$ cat config.mk
export PLATFORM = sky130hd
export DESIGN_NAME = rps_top
export DESIGN_NICKNAME = d
export VERILOG_FILES = /design/src/rtl/rps_top.v
export VERILOG_INCLUDE_DIRS = /design/src /design/src/rtl
export SDC_FILE = /design/constraint.sdc
export NUM_CORES = 1
export LEC_CHECK = 0
export ABC_AREA = 1
export BUFFER_PORTS_ARGS = -buffer_cell sky130_fd_sc_hd__buf_4
export CAP_MARGIN = 20
export CELL_PAD_IN_SITES_DETAIL_PLACEMENT = 1
export CELL_PAD_IN_SITES_GLOBAL_PLACEMENT = 1
export CORE_ASPECT_RATIO = 0.9
export CORE_MARGIN = 2
export CORE_UTILIZATION = 37
export CTS_BUF_LIST = sky130_fd_sc_hd__clkbuf_16
export CTS_CLUSTER_DIAMETER = 120
export CTS_CLUSTER_SIZE = 28
export DETAILED_ROUTE_END_ITERATION = 8
export PLACE_DENSITY_LB_ADDON = 0.1
export SYNTH_ARGS = -nofsm -noshare
export SYNTH_HDL_FRONTEND = slang
export SYNTH_SLANG_ARGS = --single-unit
$ cat constraint.sdc
create_clock -name clock_i -period 2.6 [get_ports clock_i]
set_input_delay 0.52 -clock clock_i [delete_from_list [all_inputs] [get_ports clock_i]]
set_output_delay 0.52 -clock clock_i [all_outputs]
set_load 0.01 [all_outputs]
$ cat src/rtl/rps_map.vh
`ifndef RPS_MAP_VH
`define RPS_MAP_VH

// Clock rates
`define RPS_CLK_HZ          50000000
`define RPS_LF_HZ           32768

// Times in their own units
`define RPS_FILTER_US       2000
`define RPS_WINDOW_MS       2000
`define RPS_HOLD_MS         2400
`define RPS_RESTART_TICKS   17'h00002

// Divider and tick counts worked out from the rates and times above, sized to their registers
`define RPS_LF_DIV_DEF       11'h5F5
`define RPS_FILTER_TICKS_DEF 17'h00041
`define RPS_WINDOW_TICKS_DEF 17'h10000
`define RPS_HOLD_TICKS_DEF   17'h13333

// Widths
`define RPS_CNT_W           17
`define RPS_DIV_W           11
`define RPS_PIO_N           10
`define RPS_LED_N           3
`define RPS_MIC_N           3
`define RPS_SEL_W           3
`define RPS_IDX_W           4
`define RPS_BAUD_W          16

// Field positions
`define RPS_LED_PORT_HI     31
`define RPS_LED_PORT_LO     29
`define RPS_LAST_EVEN       4'h8

// Reset values
`define RPS_BAUD_RST        16'h0000
`define RPS_PIO_ALL         10'h3FF
`define RPS_PIO_NONE        10'h000
`define RPS_LED_ALL         3'h7
`define RPS_LED_NONE        3'h0
`define RPS_MIC_NONE        3'h0
// Pin pulls held during full chip reset
`define RPS_RST_PULL_EN     10'h3FF
`define RPS_RST_PULL_UP     10'h000
`define RPS_RST_PULL_STRONG 10'h000
`define RPS_RST_LED_PULL_EN 3'h7

`endif

$ cat src/rtl/rps_top.v
`include "rps_map.vh"

module rps_top #(
   parameter [`RPS_DIV_W-1:0] LF_DIV       = `RPS_LF_DIV_DEF,
   parameter [`RPS_CNT_W-1:0] FILTER_TICKS = `RPS_FILTER_TICKS_DEF,
   parameter [`RPS_CNT_W-1:0] WINDOW_TICKS = `RPS_WINDOW_TICKS_DEF,
   parameter [`RPS_CNT_W-1:0] HOLD_TICKS   = `RPS_HOLD_TICKS_DEF
) (
   input  wire                        clock_i,
   input  wire                        rst_n_i,
   input  wire                        ext_reset_n_i,
   input  wire                        esd_event_i,
   input  wire                        app_reset_req_i,
   input  wire                        regulator_enable_in_i,
   input  wire                        charger_supply_in_i,
   input  wire                        baud_we_i,
   input  wire [`RPS_BAUD_W-1:0]      baud_cfg_i,
   input  wire                        ram_loaded_i,
   input  wire [31:0]                 output_port_bits_i,
   input  wire [`RPS_PIO_N-1:0]       pio_in_i,
   input  wire [`RPS_PIO_N-1:0]       pio_out_i,
   input  wire [`RPS_PIO_N-1:0]       pio_drive_i,
   input  wire [`RPS_PIO_N-1:0]       pio_pull_en_i,
   input  wire [`RPS_PIO_N-1:0]       pio_pull_up_i,
   input  wire [`RPS_PIO_N-1:0]       pio_pull_strong_i,
   input  wire [`RPS_MIC_N-1:0]       mic_en_i,
   input  wire [`RPS_MIC_N-1:0]       mic_clk_i,
   input  wire [`RPS_MIC_N*`RPS_SEL_W-1:0] mic_clk_sel_i,
   input  wire [`RPS_MIC_N*`RPS_SEL_W-1:0] mic_dat_sel_i,
   output reg                         power_on_o,
   output reg                         core_reset_n_o,
   output reg                         protect_active_o,
   output reg                         last_reset_cold_o,
   output reg  [`RPS_BAUD_W-1:0]      baud_setting_o,
   output reg                         ram_valid_o,
   output reg  [`RPS_PIO_N-1:0]       pio_o,
   output reg  [`RPS_PIO_N-1:0]       pio_oe_n_o,
   output reg  [`RPS_PIO_N-1:0]       pio_pull_en_o,
   output reg  [`RPS_PIO_N-1:0]       pio_pull_up_o,
   output reg  [`RPS_PIO_N-1:0]       pio_pull_strong_o,
   output reg  [`RPS_LED_N-1:0]       led_o,
   output reg  [`RPS_LED_N-1:0]       led_oe_n_o,
   output reg  [`RPS_LED_N-1:0]       led_pull_down_o,
   output reg  [`RPS_MIC_N-1:0]       mic_data_o
);

   localparam [1:0] ST_OFF     = 2'h0;
   localparam [1:0] ST_RESTART = 2'h1;
   localparam [1:0] ST_RUN     = 2'h2;
   localparam [1:0] ST_PINHOLD = 2'h3;

   // Even pin for a microphone clock, clipped to the last even pin
   function [`RPS_IDX_W-1:0] rps_even_pin;
      input [`RPS_SEL_W-1:0] sel;
      reg   [`RPS_IDX_W-1:0] idx;
      begin
         idx = {sel, 1'b0};
         if (idx > `RPS_LAST_EVEN)
            idx = `RPS_LAST_EVEN;
         rps_even_pin = idx;
      end
   endfunction

   ////////////////////////////////////////////////////////////////////////
   // Low-frequency tick and supply edge detection

   reg  [`RPS_DIV_W-1:0] div_cnt;
   reg                   lf_tick;
   reg                   reg_en_prev;
   reg                   chg_prev;
   wire                  power_edge;

   always @(posedge clock_i or negedge rst_n_i) begin
      if (!rst_n_i) begin
         div_cnt <= {`RPS_DIV_W{1'b0}};
         lf_tick <= 1'b0;
      end else if (div_cnt >= LF_DIV - 1'b1) begin
         div_cnt <= {`RPS_DIV_W{1'b0}};
         lf_tick <= 1'b1;
      end else begin
         div_cnt <= div_cnt + 1'b1;
         lf_tick <= 1'b0;
      end
   end

   // Held high at reset so a supply already present is not an edge
   always @(posedge clock_i or negedge rst_n_i) begin
      if (!rst_n_i) begin
         reg_en_prev <= 1'b1;
         chg_prev    <= 1'b1;
      end else begin
         reg_en_prev <= regulator_enable_in_i;
         chg_prev    <= charger_supply_in_i;
      end
   end

   assign power_edge = (regulator_enable_in_i & ~reg_en_prev) | (charger_supply_in_i & ~chg_prev);

   ////////////////////////////////////////////////////////////////////////
   // Reset pin filter and hold counter

   reg  [`RPS_CNT_W-1:0] low_cnt;
   wire                  pin_filtered;
   wire                  pin_too_long;

   // One counter serves both the glitch filter and the power-off limit
   always @(posedge clock_i or negedge rst_n_i) begin
      if (!rst_n_i)
         low_cnt <= {`RPS_CNT_W{1'b0}};
      else if (ext_reset_n_i)
         low_cnt <= {`RPS_CNT_W{1'b0}};
      else if (lf_tick && low_cnt != {`RPS_CNT_W{1'b1}})
         low_cnt <= low_cnt + 1'b1;
   end

   assign pin_filtered = ~ext_reset_n_i && (low_cnt >= FILTER_TICKS);
   assign pin_too_long = ~ext_reset_n_i && (low_cnt > HOLD_TICKS);

   ////////////////////////////////////////////////////////////////////////
   // Sequencer

   reg  [1:0]            state;
   reg  [1:0]            next_state;
   reg  [`RPS_CNT_W-1:0] rst_cnt;
   reg  [`RPS_CNT_W-1:0] win_cnt;
   reg                   next_protect;
   reg                   cold_pending;
   wire                  unexpected;
   wire                  in_reset;

   assign unexpected = esd_event_i | app_reset_req_i;

   always @* begin
      next_state = state;
      case (state)
         ST_OFF: begin
            if (power_edge)
               next_state = ST_RESTART;
         end
         ST_RESTART: begin
            if (pin_filtered)
               next_state = ST_PINHOLD;
            else if (rst_cnt >= `RPS_RESTART_TICKS)
               next_state = ST_RUN;
         end
         ST_RUN: begin
            if (pin_filtered)
               next_state = ST_PINHOLD;
            else if (unexpected)
               next_state = ST_RESTART;
         end
         ST_PINHOLD: begin
            if (pin_too_long)
               next_state = ST_OFF;
            else if (ext_reset_n_i)
               next_state = ST_RESTART;
         end
         default: next_state = ST_OFF;
      endcase
   end

   assign in_reset = (state != ST_RUN);

   always @(posedge clock_i or negedge rst_n_i) begin
      if (!rst_n_i) begin
         state        <= ST_OFF;
         rst_cnt      <= {`RPS_CNT_W{1'b0}};
         cold_pending <= 1'b1;
      end else begin
         state <= next_state;
         if (next_state != ST_RESTART || state != ST_RESTART)
            rst_cnt <= {`RPS_CNT_W{1'b0}};
         else if (lf_tick)
            rst_cnt <= rst_cnt + 1'b1;
         if (state == ST_OFF)
            cold_pending <= 1'b1;
         else if (state == ST_RUN)
            cold_pending <= 1'b0;
      end
   end

   // Window restarts on every unexpected reset seen while running
   always @* begin
      next_protect = protect_active_o;
      if (state == ST_OFF || next_state == ST_OFF)
         next_protect = 1'b0;
      else if (state == ST_RUN && next_state != ST_RUN)
         next_protect = 1'b1;
      else if (protect_active_o && win_cnt == {`RPS_CNT_W{1'b0}})
         next_protect = 1'b0;
   end

   always @(posedge clock_i or negedge rst_n_i) begin
      if (!rst_n_i) begin
         win_cnt          <= {`RPS_CNT_W{1'b0}};
         protect_active_o <= 1'b0;
      end else begin
         protect_active_o <= next_protect;
         if (state == ST_RUN && next_state != ST_RUN)
            win_cnt <= WINDOW_TICKS;
         else if (lf_tick && win_cnt != {`RPS_CNT_W{1'b0}})
            win_cnt <= win_cnt - 1'b1;
      end
   end

   ////////////////////////////////////////////////////////////////////////
   // Retained state kept across warm resets, cleared while powered off (cold)

   always @(posedge clock_i or negedge rst_n_i) begin
      if (!rst_n_i) begin
         power_on_o        <= 1'b0;
         core_reset_n_o    <= 1'b0;
         last_reset_cold_o <= 1'b1;
         baud_setting_o    <= `RPS_BAUD_RST;
         ram_valid_o       <= 1'b0;
      end else begin
         power_on_o     <= (next_state != ST_OFF);
         core_reset_n_o <= (next_state == ST_RUN);
         if (state == ST_OFF) begin
            baud_setting_o <= `RPS_BAUD_RST;
            ram_valid_o    <= 1'b0;
         end else if (!in_reset) begin
            if (baud_we_i)
               baud_setting_o <= baud_cfg_i;
            if (ram_loaded_i)
               ram_valid_o <= 1'b1;
         end
         if (state != ST_RUN && next_state == ST_RUN)
            last_reset_cold_o <= cold_pending;
      end
   end

   ////////////////////////////////////////////////////////////////////////
   // Pin control

   reg  [`RPS_PIO_N-1:0] next_pio;
   reg  [`RPS_PIO_N-1:0] next_oe_n;
   reg  [`RPS_MIC_N-1:0] next_mic;
   reg  [`RPS_IDX_W-1:0] clk_pin;
   reg  [`RPS_IDX_W-1:0] dat_pin;
   integer               m;

   always @* begin
      next_pio  = pio_out_i;
      next_oe_n = ~pio_drive_i;
      next_mic  = `RPS_MIC_NONE;
      clk_pin   = {`RPS_IDX_W{1'b0}};
      dat_pin   = {`RPS_IDX_W{1'b0}};
      for (m = 0; m < `RPS_MIC_N; m = m + 1) begin
         clk_pin = rps_even_pin(mic_clk_sel_i[m*`RPS_SEL_W +: `RPS_SEL_W]);
         dat_pin = rps_even_pin(mic_dat_sel_i[m*`RPS_SEL_W +: `RPS_SEL_W]) + 1'b1;
         if (mic_en_i[m]) begin
            next_pio[clk_pin]  = mic_clk_i[m];
            next_oe_n[clk_pin] = 1'b0;
            next_oe_n[dat_pin] = 1'b1;
            next_mic[m]        = pio_in_i[dat_pin];
         end
      end
      if (in_reset)
         next_oe_n = `RPS_PIO_ALL;
   end

   always @(posedge clock_i or negedge rst_n_i) begin
      if (!rst_n_i) begin
         pio_o             <= `RPS_PIO_NONE;
         pio_oe_n_o        <= `RPS_PIO_ALL;
         pio_pull_en_o     <= `RPS_RST_PULL_EN;
         pio_pull_up_o     <= `RPS_RST_PULL_UP;
         pio_pull_strong_o <= `RPS_RST_PULL_STRONG;
         led_o             <= `RPS_LED_NONE;
         led_oe_n_o        <= `RPS_LED_ALL;
         led_pull_down_o   <= `RPS_RST_LED_PULL_EN;
         mic_data_o        <= `RPS_MIC_NONE;
      end else begin
         pio_o      <= next_pio;
         pio_oe_n_o <= next_oe_n;
         mic_data_o <= in_reset ? `RPS_MIC_NONE : next_mic;
         led_o      <= output_port_bits_i[`RPS_LED_PORT_HI:`RPS_LED_PORT_LO];
         if (in_reset) begin
            pio_pull_en_o     <= `RPS_RST_PULL_EN;
            pio_pull_up_o     <= `RPS_RST_PULL_UP;
            pio_pull_strong_o <= `RPS_RST_PULL_STRONG;
            led_oe_n_o        <= `RPS_LED_ALL;
            led_pull_down_o   <= `RPS_RST_LED_PULL_EN;
         end else begin
            pio_pull_en_o     <= pio_pull_en_i;
            pio_pull_up_o     <= pio_pull_up_i;
            pio_pull_strong_o <= pio_pull_strong_i;
            led_oe_n_o        <= `RPS_LED_NONE;
            led_pull_down_o   <= `RPS_LED_NONE;
         end
      end
   end

endmodule // rps_top

# Word level (Yosys, flattened, before mapping)
# Index checks and enable logic that the tools add are counted.
[word_totals]
ff_bits = 148
in_bits = 141
[op_classes]
addsub = 7
n_lt_le_gt_ge = 22
eq_ne = 10
n_mux = 69
n_bitwise = 17
n_reduce_logical = 29
[ops]
columns = ["op", "count"]
rows = [
  ["$mux W17", 6],
  ["$mux W10", 10],
  ["$mux W16", 3],
  ["$not A10 Y10", 4],
  ["$add A17 B1 Y17 const B", 2],
  ["$and A10 B10 Y10", 3],
  ["$bwmux W10", 3],
  ["$lt A4 B5 Y1 const B", 6],
  ["$or A10 B10 Y10", 3],
  ["$demux W1 S4", 6],
  ["$ge A4 B1 Y1 const B", 6],
  ["$gt A4 B4 Y1 const B", 6],
  ["$mux W4", 6],
  ["$mux W1", 21],
  ["$ge A17 B2 Y1 const B", 1],
  ["$ge A17 B7 Y1 const B", 1],
  ["$gt A17 B17 Y1 const B", 1],
  ["$logic_not A17 Y1", 1],
  ["$ne A17 B17 Y1 const B", 1],
  ["$reduce_bool A17 Y1", 1],
  ["$sub A17 B1 Y17 const B", 1],
  ["$mux W2", 7],
  ["$reduce_bool A2 Y1", 7],
  ["$logic_and A1 B1 Y1", 13],
  ["18 further kinds", 35],
]

# Depth between registers and ports, before layout
# Gate-level depths: netlist of the first run.
[logic_depth]
ltp_word = 17
depth_mapped = 14
mapped_depth_nobuf = 14

# Worst setup path after synthesis of the first run
# Ideal clock, no wire load.
[synth_timing]
path_kind = "register -> register"
startpoint = "reg low_cnt[0]"
endpoint = "reg low_cnt[14]"
setup_ps = 87
arrival_ps = 1995
t_required_ps = 2513
slack_ps = 518
path_stages_with_launch = 14
period_less_slack_ps = 2082
cell_sequence = "dfrtp_1 -> ha_1 -> nand3_1 -> nor2_1 -> nand2_1 -> nor4_1 -> ha_1 -> nor2_4 -> nand3_4 -> nor2_4 -> nand4_4 -> nor2_4 -> a21oi_1 -> a211oi_2"
[synth_between]
elab_chain_len = 3
[synth_lines]
columns = ["element", "line_no", "source"]
rows = [
  ["from (decl)", "rps_top.v:102", "reg [`RPS_CNT_W-1:0] low_cnt;"],
  ["from (signal assigned)", "rps_top.v:109", "low_cnt <= {`RPS_CNT_W{1'b0}};"],
  ["from (signal assigned)", "rps_top.v:111", "low_cnt <= {`RPS_CNT_W{1'b0}};"],
  ["from (signal assigned)", "rps_top.v:113", "low_cnt <= low_cnt + 1'b1;"],
  ["$add A17 B1 Y17 / $ne A17 B17 Y1 (equally long branches)", "rps_top.v:113, rps_top.v:112", ""],
  ["$mux W17 / $logic_and A1 B1 Y1 (equally long branches)", "rps_top.v:112", "else if (lf_tick && low_cnt != {`RPS_CNT_W{1'b1}})"],
  ["$mux W17 / $reduce_bool A2 Y1 (equally long branches)", "n/a", ""],
]
# Several ways; a longest one is shown, not always the timed one. The select of a mux whose other input is x is not followed.
# A chain may end at the register's enable or synchronous reset.

# Final worst setup path of the first run
# Same ends and word-level chain as after synthesis.

==> summary.md, run 1 <==
| Metric | Value |
|---|---|
| Status | `finished, final reports clean` |
| P per Cell Area | `slightly below 800 mW/mm²` |
| Data arrival, critical path | `between 2 and 3 ns` |
| Share of layout cells above drive strength 1 | `30.6%` |
| Synth Warn # | `0` |
| Clock transition at path regs | `about 0.060 ns` |
| Reg2Reg Depth | `13` |
| Placed Area | `approximately 0.0083 mm²` |
| Pin count of the biggest net entering global routing | `52` |
| Placed cell count | `1,167` |
| Total Power | `7.00 mW` |
| Buffers on Ports | `around 190` |
| WP data required | `2.93 ns` |
| Setup TNS | `0 ns` |
| Total core area | `roughly 0.018 mm²` |
| #FFs+latches synth | `around 150` |
| Mapped Area | `approximately 0.0066 mm²` |
| Die width | `between 100 and 150 µm` |
| Initial antenna violation count | `0` |
| Top_reg_cell synth | `dfrtp_1` |
| RSZ-0062 raised after global routing | `no` |
| CTS buffer count | `17` |
| # resized after CTS | `0` |
| Total number of vias | `5,750` |
| Async set or reset register ratio after synthesis | `100%` |
| Crit share post-route | `91.4%` |
| Dpl ws | `0.168 ns` |
| Layout Nets | `1,095` |
| Critical path class | `register to register` |
| First-pass GRT wire length | `30,600 µm` |
| Hold slack | `0.0383 ns` |
| Die H | `131 µm` |
| Wirelength, routed | `18,800 µm` |
| Area Growth Syn to Fin | `35.2%` |
| Ranking of synthesized cells by area | `dfrtp_1, dfstp_2, nor2_1, nand2_1, inv_1` |
| Pleak | `approximately 4.6 nW` |
| Sequential share of the synthesized area | `55.8%` |
| DRT antenna net count | `0` |
| Drt via density | `4.80` |
| Min-Delay Path Class | `input pin to asynchronous set/reset pin` |
| Commonest non-fill, non-tap cells in the layout | `buf_4, dfrtp_1, nor2_1` |
| Slew headroom | `between 40% and 50%` |
| Clock sink count | `146` |
| Peak Freq | `0.421 GHz` |
| Worst r2r src | `low_cnt[0]` |
| Library cells used by synthesis | `48` |
| CP Capture Type | `register` |
| # IOs | `around 220` |
| Gate Count Post-Synth | `between 700 and 800` |
| Final min period | `2.38 ns` |
| Antenna fix cells | `0` |
| Final setup vio count | `0` |
| TritonCTS clock tree | `yes` |
| Final WS setup | `0.224 ns` |
| Gr ovfl total | `0` |
| CTS Root Cell | `clkbuf_16` |
| FP Rows | `46` |
| Top-area cell type share of the netlist area | `45.9%` |
| Skew-Pair Late Insertion Delay | `0.42 ns` |
| Htree depth | `4` |
| Maximum VDD drop | `roughly 440 µV` |
| Max-cap violations | `0` |
| RD Place Congestion | `0.869` |
| Final hold vios | `0` |
| Fin Clk Skew | `around 0.0062 ns` |
| Synth Area per Inst | `8.94 µm²` |
| Initial DRC count | `180` |
| Startpoint Class | `register` |
| Final Max Slew Viols | `0` |
| Vias in the first global route | `about 6,200` |
| Worst R2R End | `low_cnt[14]` |
| WL/cell | `15.7 µm` |
| Slew @ Worst Pin | `~0.78 ns` |
| Worst R2R Setup Slack | `around 0.22 ns` |
| Finished Core Util | `around 51%` |
| Drt first pass iters | `4` |
| DP HPWL | `14,200 µm` |
| Fill cell count | `2,064` |
| Drc violations | `0` |
| Cts hold-fix bufs | `0` |
| Global Route Usage Sum | `approximately 21%` |
| Post-route cell area | `0.00893 mm²` |
| Die ar. | `0.0189 mm²` |
| Setup bufs post-CTS | `0` |
| Fin cells | `about 1,200` |
| CTS max path bufs | `2` |
| Initial Util | `37.6%` |
| Synth area leader | `dfrtp_1` |
| Post-synth EDFFs | `0` |
| Leading cell type in the layout, fill and taps excluded | `buf_4` |
| CP max FO | `6` |
logic make-up (layout without fill, tap and decap cells):
group | after synthesis | count (layout) | synth area share (%)
xor+xnor | 14 | 14 | 1.86
fa+ha+maj | 8 | 8 | 1.52
other cells | 1 | 14 | 0.0568
flops | 146 | 146 | 55.8
compound gates | 86 | 86 | 8.05
simple gates | 362 | 362 | 25.2
mux | 1 | 1 | 0.152
buf+inv | 121 | 328 | 7.37
where the power goes:
part	leakage (nW)	internal [mW]	total, mW	switching (mW)
sequential	1.85	2.66	2.81	0.158
combinational	2.48	0.725	1.72	0.990
clock	0.278	1.50	2.47	0.967
synthesized netlist by cell type, types with 8 or more instances:
library cell	count
a21oi_1	29
clkbuf_1	10
dfrtp_1	121
dfstp_2	25
ha_1	8
inv_1	94
nand2_1	112
nand3_1	63
nor2_1	114
nor3_1	23
o21ai_0	22
or2_2	12
xor2_1	10
routing by layer:
layer | routed length, µm | global-route usage (%)
met5 | 0 | 0
met4 | 174 | 5.77
met3 | 752 | 5.10
met2 | 9930 | 37.2
met1 | 7980 | 25.0
area by class of cell:
type | instances | area (µm²) | share of cell area [%]
flip-flops and latches | 146 | 3680 | 41.3
multi-input cells | 485 | 2490 | 27.8
repair buffers | 196 | 1490 | 16.7
clock buffers | 17 | 425 | 4.77
inverters | 100 | 375 | 4.20
well taps | 240 | 300 | 3.36
clock inverters | 15 | 168 | 1.88
worst max-delay path by stage:
stage	from	to	cells after the start
2_1_floorplan	low_cnt[0]	low_cnt[14]	13
3_3_place_gp	low_cnt[0]	low_cnt[14]	13
3_5_place_dp	low_cnt[0]	low_cnt[14]	13
4_1_cts	low_cnt[0]	low_cnt[14]	13
5_1_grt	low_cnt[0]	low_cnt[13]	13
6_report	low_cnt[0]	low_cnt[14]	13
critical path, cell delays in order, from the launching register on:
cell and delay, ns:
dfrtp_1 0.45, ha_2 0.26, nand3_1 0.09, nor2_1 0.05, nand2_1 0.10, nor4_1 0.07
ha_1 0.22, nor2_4 0.23, nand3_4 0.13, nor2_4 0.17, nand4_4 0.12, nor2_4 0.14
a21oi_1 0.11, a211oi_2 0.16
sequential cells by signal, indices dropped and copies added (netlist names), 10 cells and up:
register           cells
div_cnt               11
pio_pull_strong_o     10
pio_o                 10
win_cnt               17
rst_cnt               17
baud_setting_o        16
low_cnt               17
pio_pull_up_o         10
pio_pull_en_o         10
pio_oe_n_o            10
Note: power is estimated with default switching activity, not from simulation.
==> run 2, diff against run 1 <==
Settings changed: CAP_MARGIN 20 to default, PLACE_DENSITY from default to 0.81, PLACE_DENSITY_LB_ADDON 0.1 to default.
==> run 2 against run 1 <==
Hold slack got worse by 0.016 ns. Sequential power about the same. Core utilization increased by 0.29 points. Sequential share of layout area decreased by 0.24 points. Register-to-register slack improved by 0.07 ns. Count of clock-buffer cells in the layout unchanged. Largest power group unchanged.
==> summary.md, run 2 (synthesized netlist as in run 1, its figures left out) <==
| Metric | Value |
|---|---|
| Crit share post-route | `88.8%` |
| RD Place Congestion | `~0.87` |
| Commonest non-fill, non-tap cells in the layout | `buf_4, dfrtp_1, nor2_1` |
| Family with the most delay on the worst path | `simple AND/OR/NAND/NOR gates` |
| Critical path class | `register to register` |
| Clock sink count | `146` |
| Slew @ Worst Pin | `0.608 ns` |
| FP Rows | `46` |
| Sw Ratio | `31.2%` |
| CTS buffer count | `17` |
| Total number of vias | `just under 6,000` |
| First-pass GRT wire length | `31,300 µm` |
| Pin count of the biggest net entering global routing | `50` |
| Share of layout cells above drive strength 1 | `30.9%` |
| Final hold vios | `0` |
| Post-route cell area | `around 0.009 mm²` |
| P per Cell Area | `approximately 800 mW/mm²` |
| Placed Area | `0.00835 mm²` |
| Combinational Power Share | `roughly a quarter` |
| Critical Path, Cell by Cell | `nand2_1 -> inv_1 -> nand3_2 -> nor2_1 -> nand2_1 -> nor4_1 -> ha_1 -> nor2_4 -> nor2_1 -> inv_1 -> nand2_2 -> nor2_2 -> a21oi_1 -> nor3_1` |
| Min-Delay Path Class | `input pin to asynchronous set/reset pin` |
| Vias in the first global route | `6,192` |
| Data arrival, critical path | `2.61 ns` |
| Die width | `~140 µm` |
| Skew-Pair Late Insertion Delay | `0.43 ns` |
| Total Power | `~7 mW` |
| Gr ovfl total | `0` |
| Dpl ws | `0.250 ns` |
| CTS max path bufs | `2` |
| CP Capture Type | `register` |
| Initial antenna violation count | `0` |
| Drt via density | `4.86` |
| DRT antenna net count | `0` |
| Slowest stage cell, crit path | `dfrtp_1` |
| Setup TNS | `0 ns` |
| Initial DRC count | `224` |
| Die H | `about 130 µm` |
| Worst path bufs/invs | `2` |
| Initial Util | `37.6%` |
| Setup bufs post-CTS | `0` |
| WL/cell | `16.4 µm` |
| Die ar. | `between 0.015 and 0.02 mm²` |
| CP max FO | `6` |
| Area Growth Syn to Fin | `36.0%` |
| Htree depth | `4` |
| Drc violations | `0` |
| Finished Core Util | `about half` |
| Antenna fix cells | `0` |
| Buffers on Ports | `189` |
| Maximum VDD drop | `between 500 and 600 µV` |
| Final min period | `2.31 ns` |
| Total core area | `0.0176 mm²` |
| Peak Freq | `0.433 GHz` |
| Final setup vio count | `0` |
| CTS Root Cell | `clkbuf_16` |
| Final Max Slew Viols | `0` |
| Layout Nets | `roughly 1,100` |
| Sequential share of power | `39.3%` |
| Max-cap violations | `0` |
| Sw power | `around 2.2 mW` |
| Drt first pass iters | `4` |
| Clock transition at path regs | `0.06 ns` |
| Status | `finished, final reports clean` |
| Pleak | `4.64 nW` |
| Regs by FF count | `low_cnt (17), rst_cnt (17), win_cnt (17)` |
| Internal | `4.93 mW` |
| Fill cell count | `2,095` |
| WP data required | `2.90 ns` |
| # IOs | `224` |
| Slew headroom | `59.4%` |
| TritonCTS clock tree | `yes` |
| RSZ-0062 raised after global routing | `no` |
| Startpoint Class | `register` |
| Clock share of power | `36.3%` |
| Fin Clk Skew | `0.0142 ns` |
| Leading cell type in the layout, fill and taps excluded | `buf_4` |
| Wirelength, routed | `19,700 µm` |
| Global Route Usage Sum | `21.6%` |
| Final WS setup | `a little under 0.3 ns` |
| DP HPWL | `14,400 µm` |
| Delay of the slowest cell on the worst path | `0.38 ns` |
-- run 2: changes by cell type in the layout (fill, tap and decap cells not counted), sizes merged --
cell,delta
inv,+6
clkinvlp,-4
buf,+3
clkinv,-2
-- run 2: final timing paths --
path	start	end	slack, ns	depth (start not counted)
worst min-delay path	rst_n_i	low_cnt[4]	0.02	1
min in group clock_i	pio_out_i[1]	pio_o[1]	0.19	1
worst min register to register	last_reset_cold_o	last_reset_cold_o	0.47	2
max in group asynchronous	rst_n_i	pio_oe_n_o[2]	1.87	2
worst max-delay path	low_cnt[4]	low_cnt[13]	0.29	14
worst max register to register	low_cnt[4]	low_cnt[13]	0.29	14
-- run 2: power by group through the flow --
| stage | Clock (mW) | Sequential [mW] | Combinational (mW) |
|---|---|---|---|
| 2_1_floorplan | 0 | 2.97 | 0.693 |
| 3_3_place_gp | 0 | 2.83 | 1.72 |
| 3_5_place_dp | 0 | 2.85 | 1.76 |
| 4_1_cts | 2.65 | 2.82 | 1.79 |
| 5_1_grt | 2.75 | 2.86 | 1.93 |
| 6_report | 2.60 | 2.81 | 1.75 |
-- run 2: routing by layer --
metal  up-vias  routed length, µm  track usage (%)
li1       2792                  -                -
met2       146              10200             38.1
met3        31               1090             7.18
met1      2876               8060             25.3
met4         0                388             6.40
met5         -                  0                0
-- run 2: metrics by stage --
stage          instances  hold WS (ns)
2_1_floorplan        752         0.224
3_3_place_gp        1170         0.451
3_5_place_dp        1170         0.458
4_1_cts             1202        0.0327
5_1_grt             1202        0.0425
6_report            1202        0.0221
-- run 2: worst register-to-register path: stages (launching register included) --
cell	delay, ns
dfrtp_1	0.38
nand2_1	0.14
inv_1	0.14
nand3_2	0.14
nor2_1	0.13
nand2_1	0.09
nor4_1	0.25
ha_1	0.26
nor2_4	0.08
nor2_1	0.09
inv_1	0.10
nand2_2	0.12
nor2_2	0.04
a21oi_1	0.15
nor3_1	0.07
-- run 2: what timing repair did --
item                                    CTS  global route
gates resized for setup                   0             1
hold buffers                              0             0
endpoints found under the setup margin    0             1
-- run 2: layout make-up --
| cell class | instances | area, µm² | area share, % |
|---|---|---|---|
| clock inverters | 15 | 196 | 2.19 |
| well taps | 240 | 300 | 3.34 |
| repair buffers | 199 | 1510 | 16.8 |
| multi-input cells | 485 | 2490 | 27.7 |
| inverters | 100 | 375 | 4.18 |
| clock buffers | 17 | 425 | 4.74 |
| flip-flops and latches | 146 | 3680 | 41.0 |
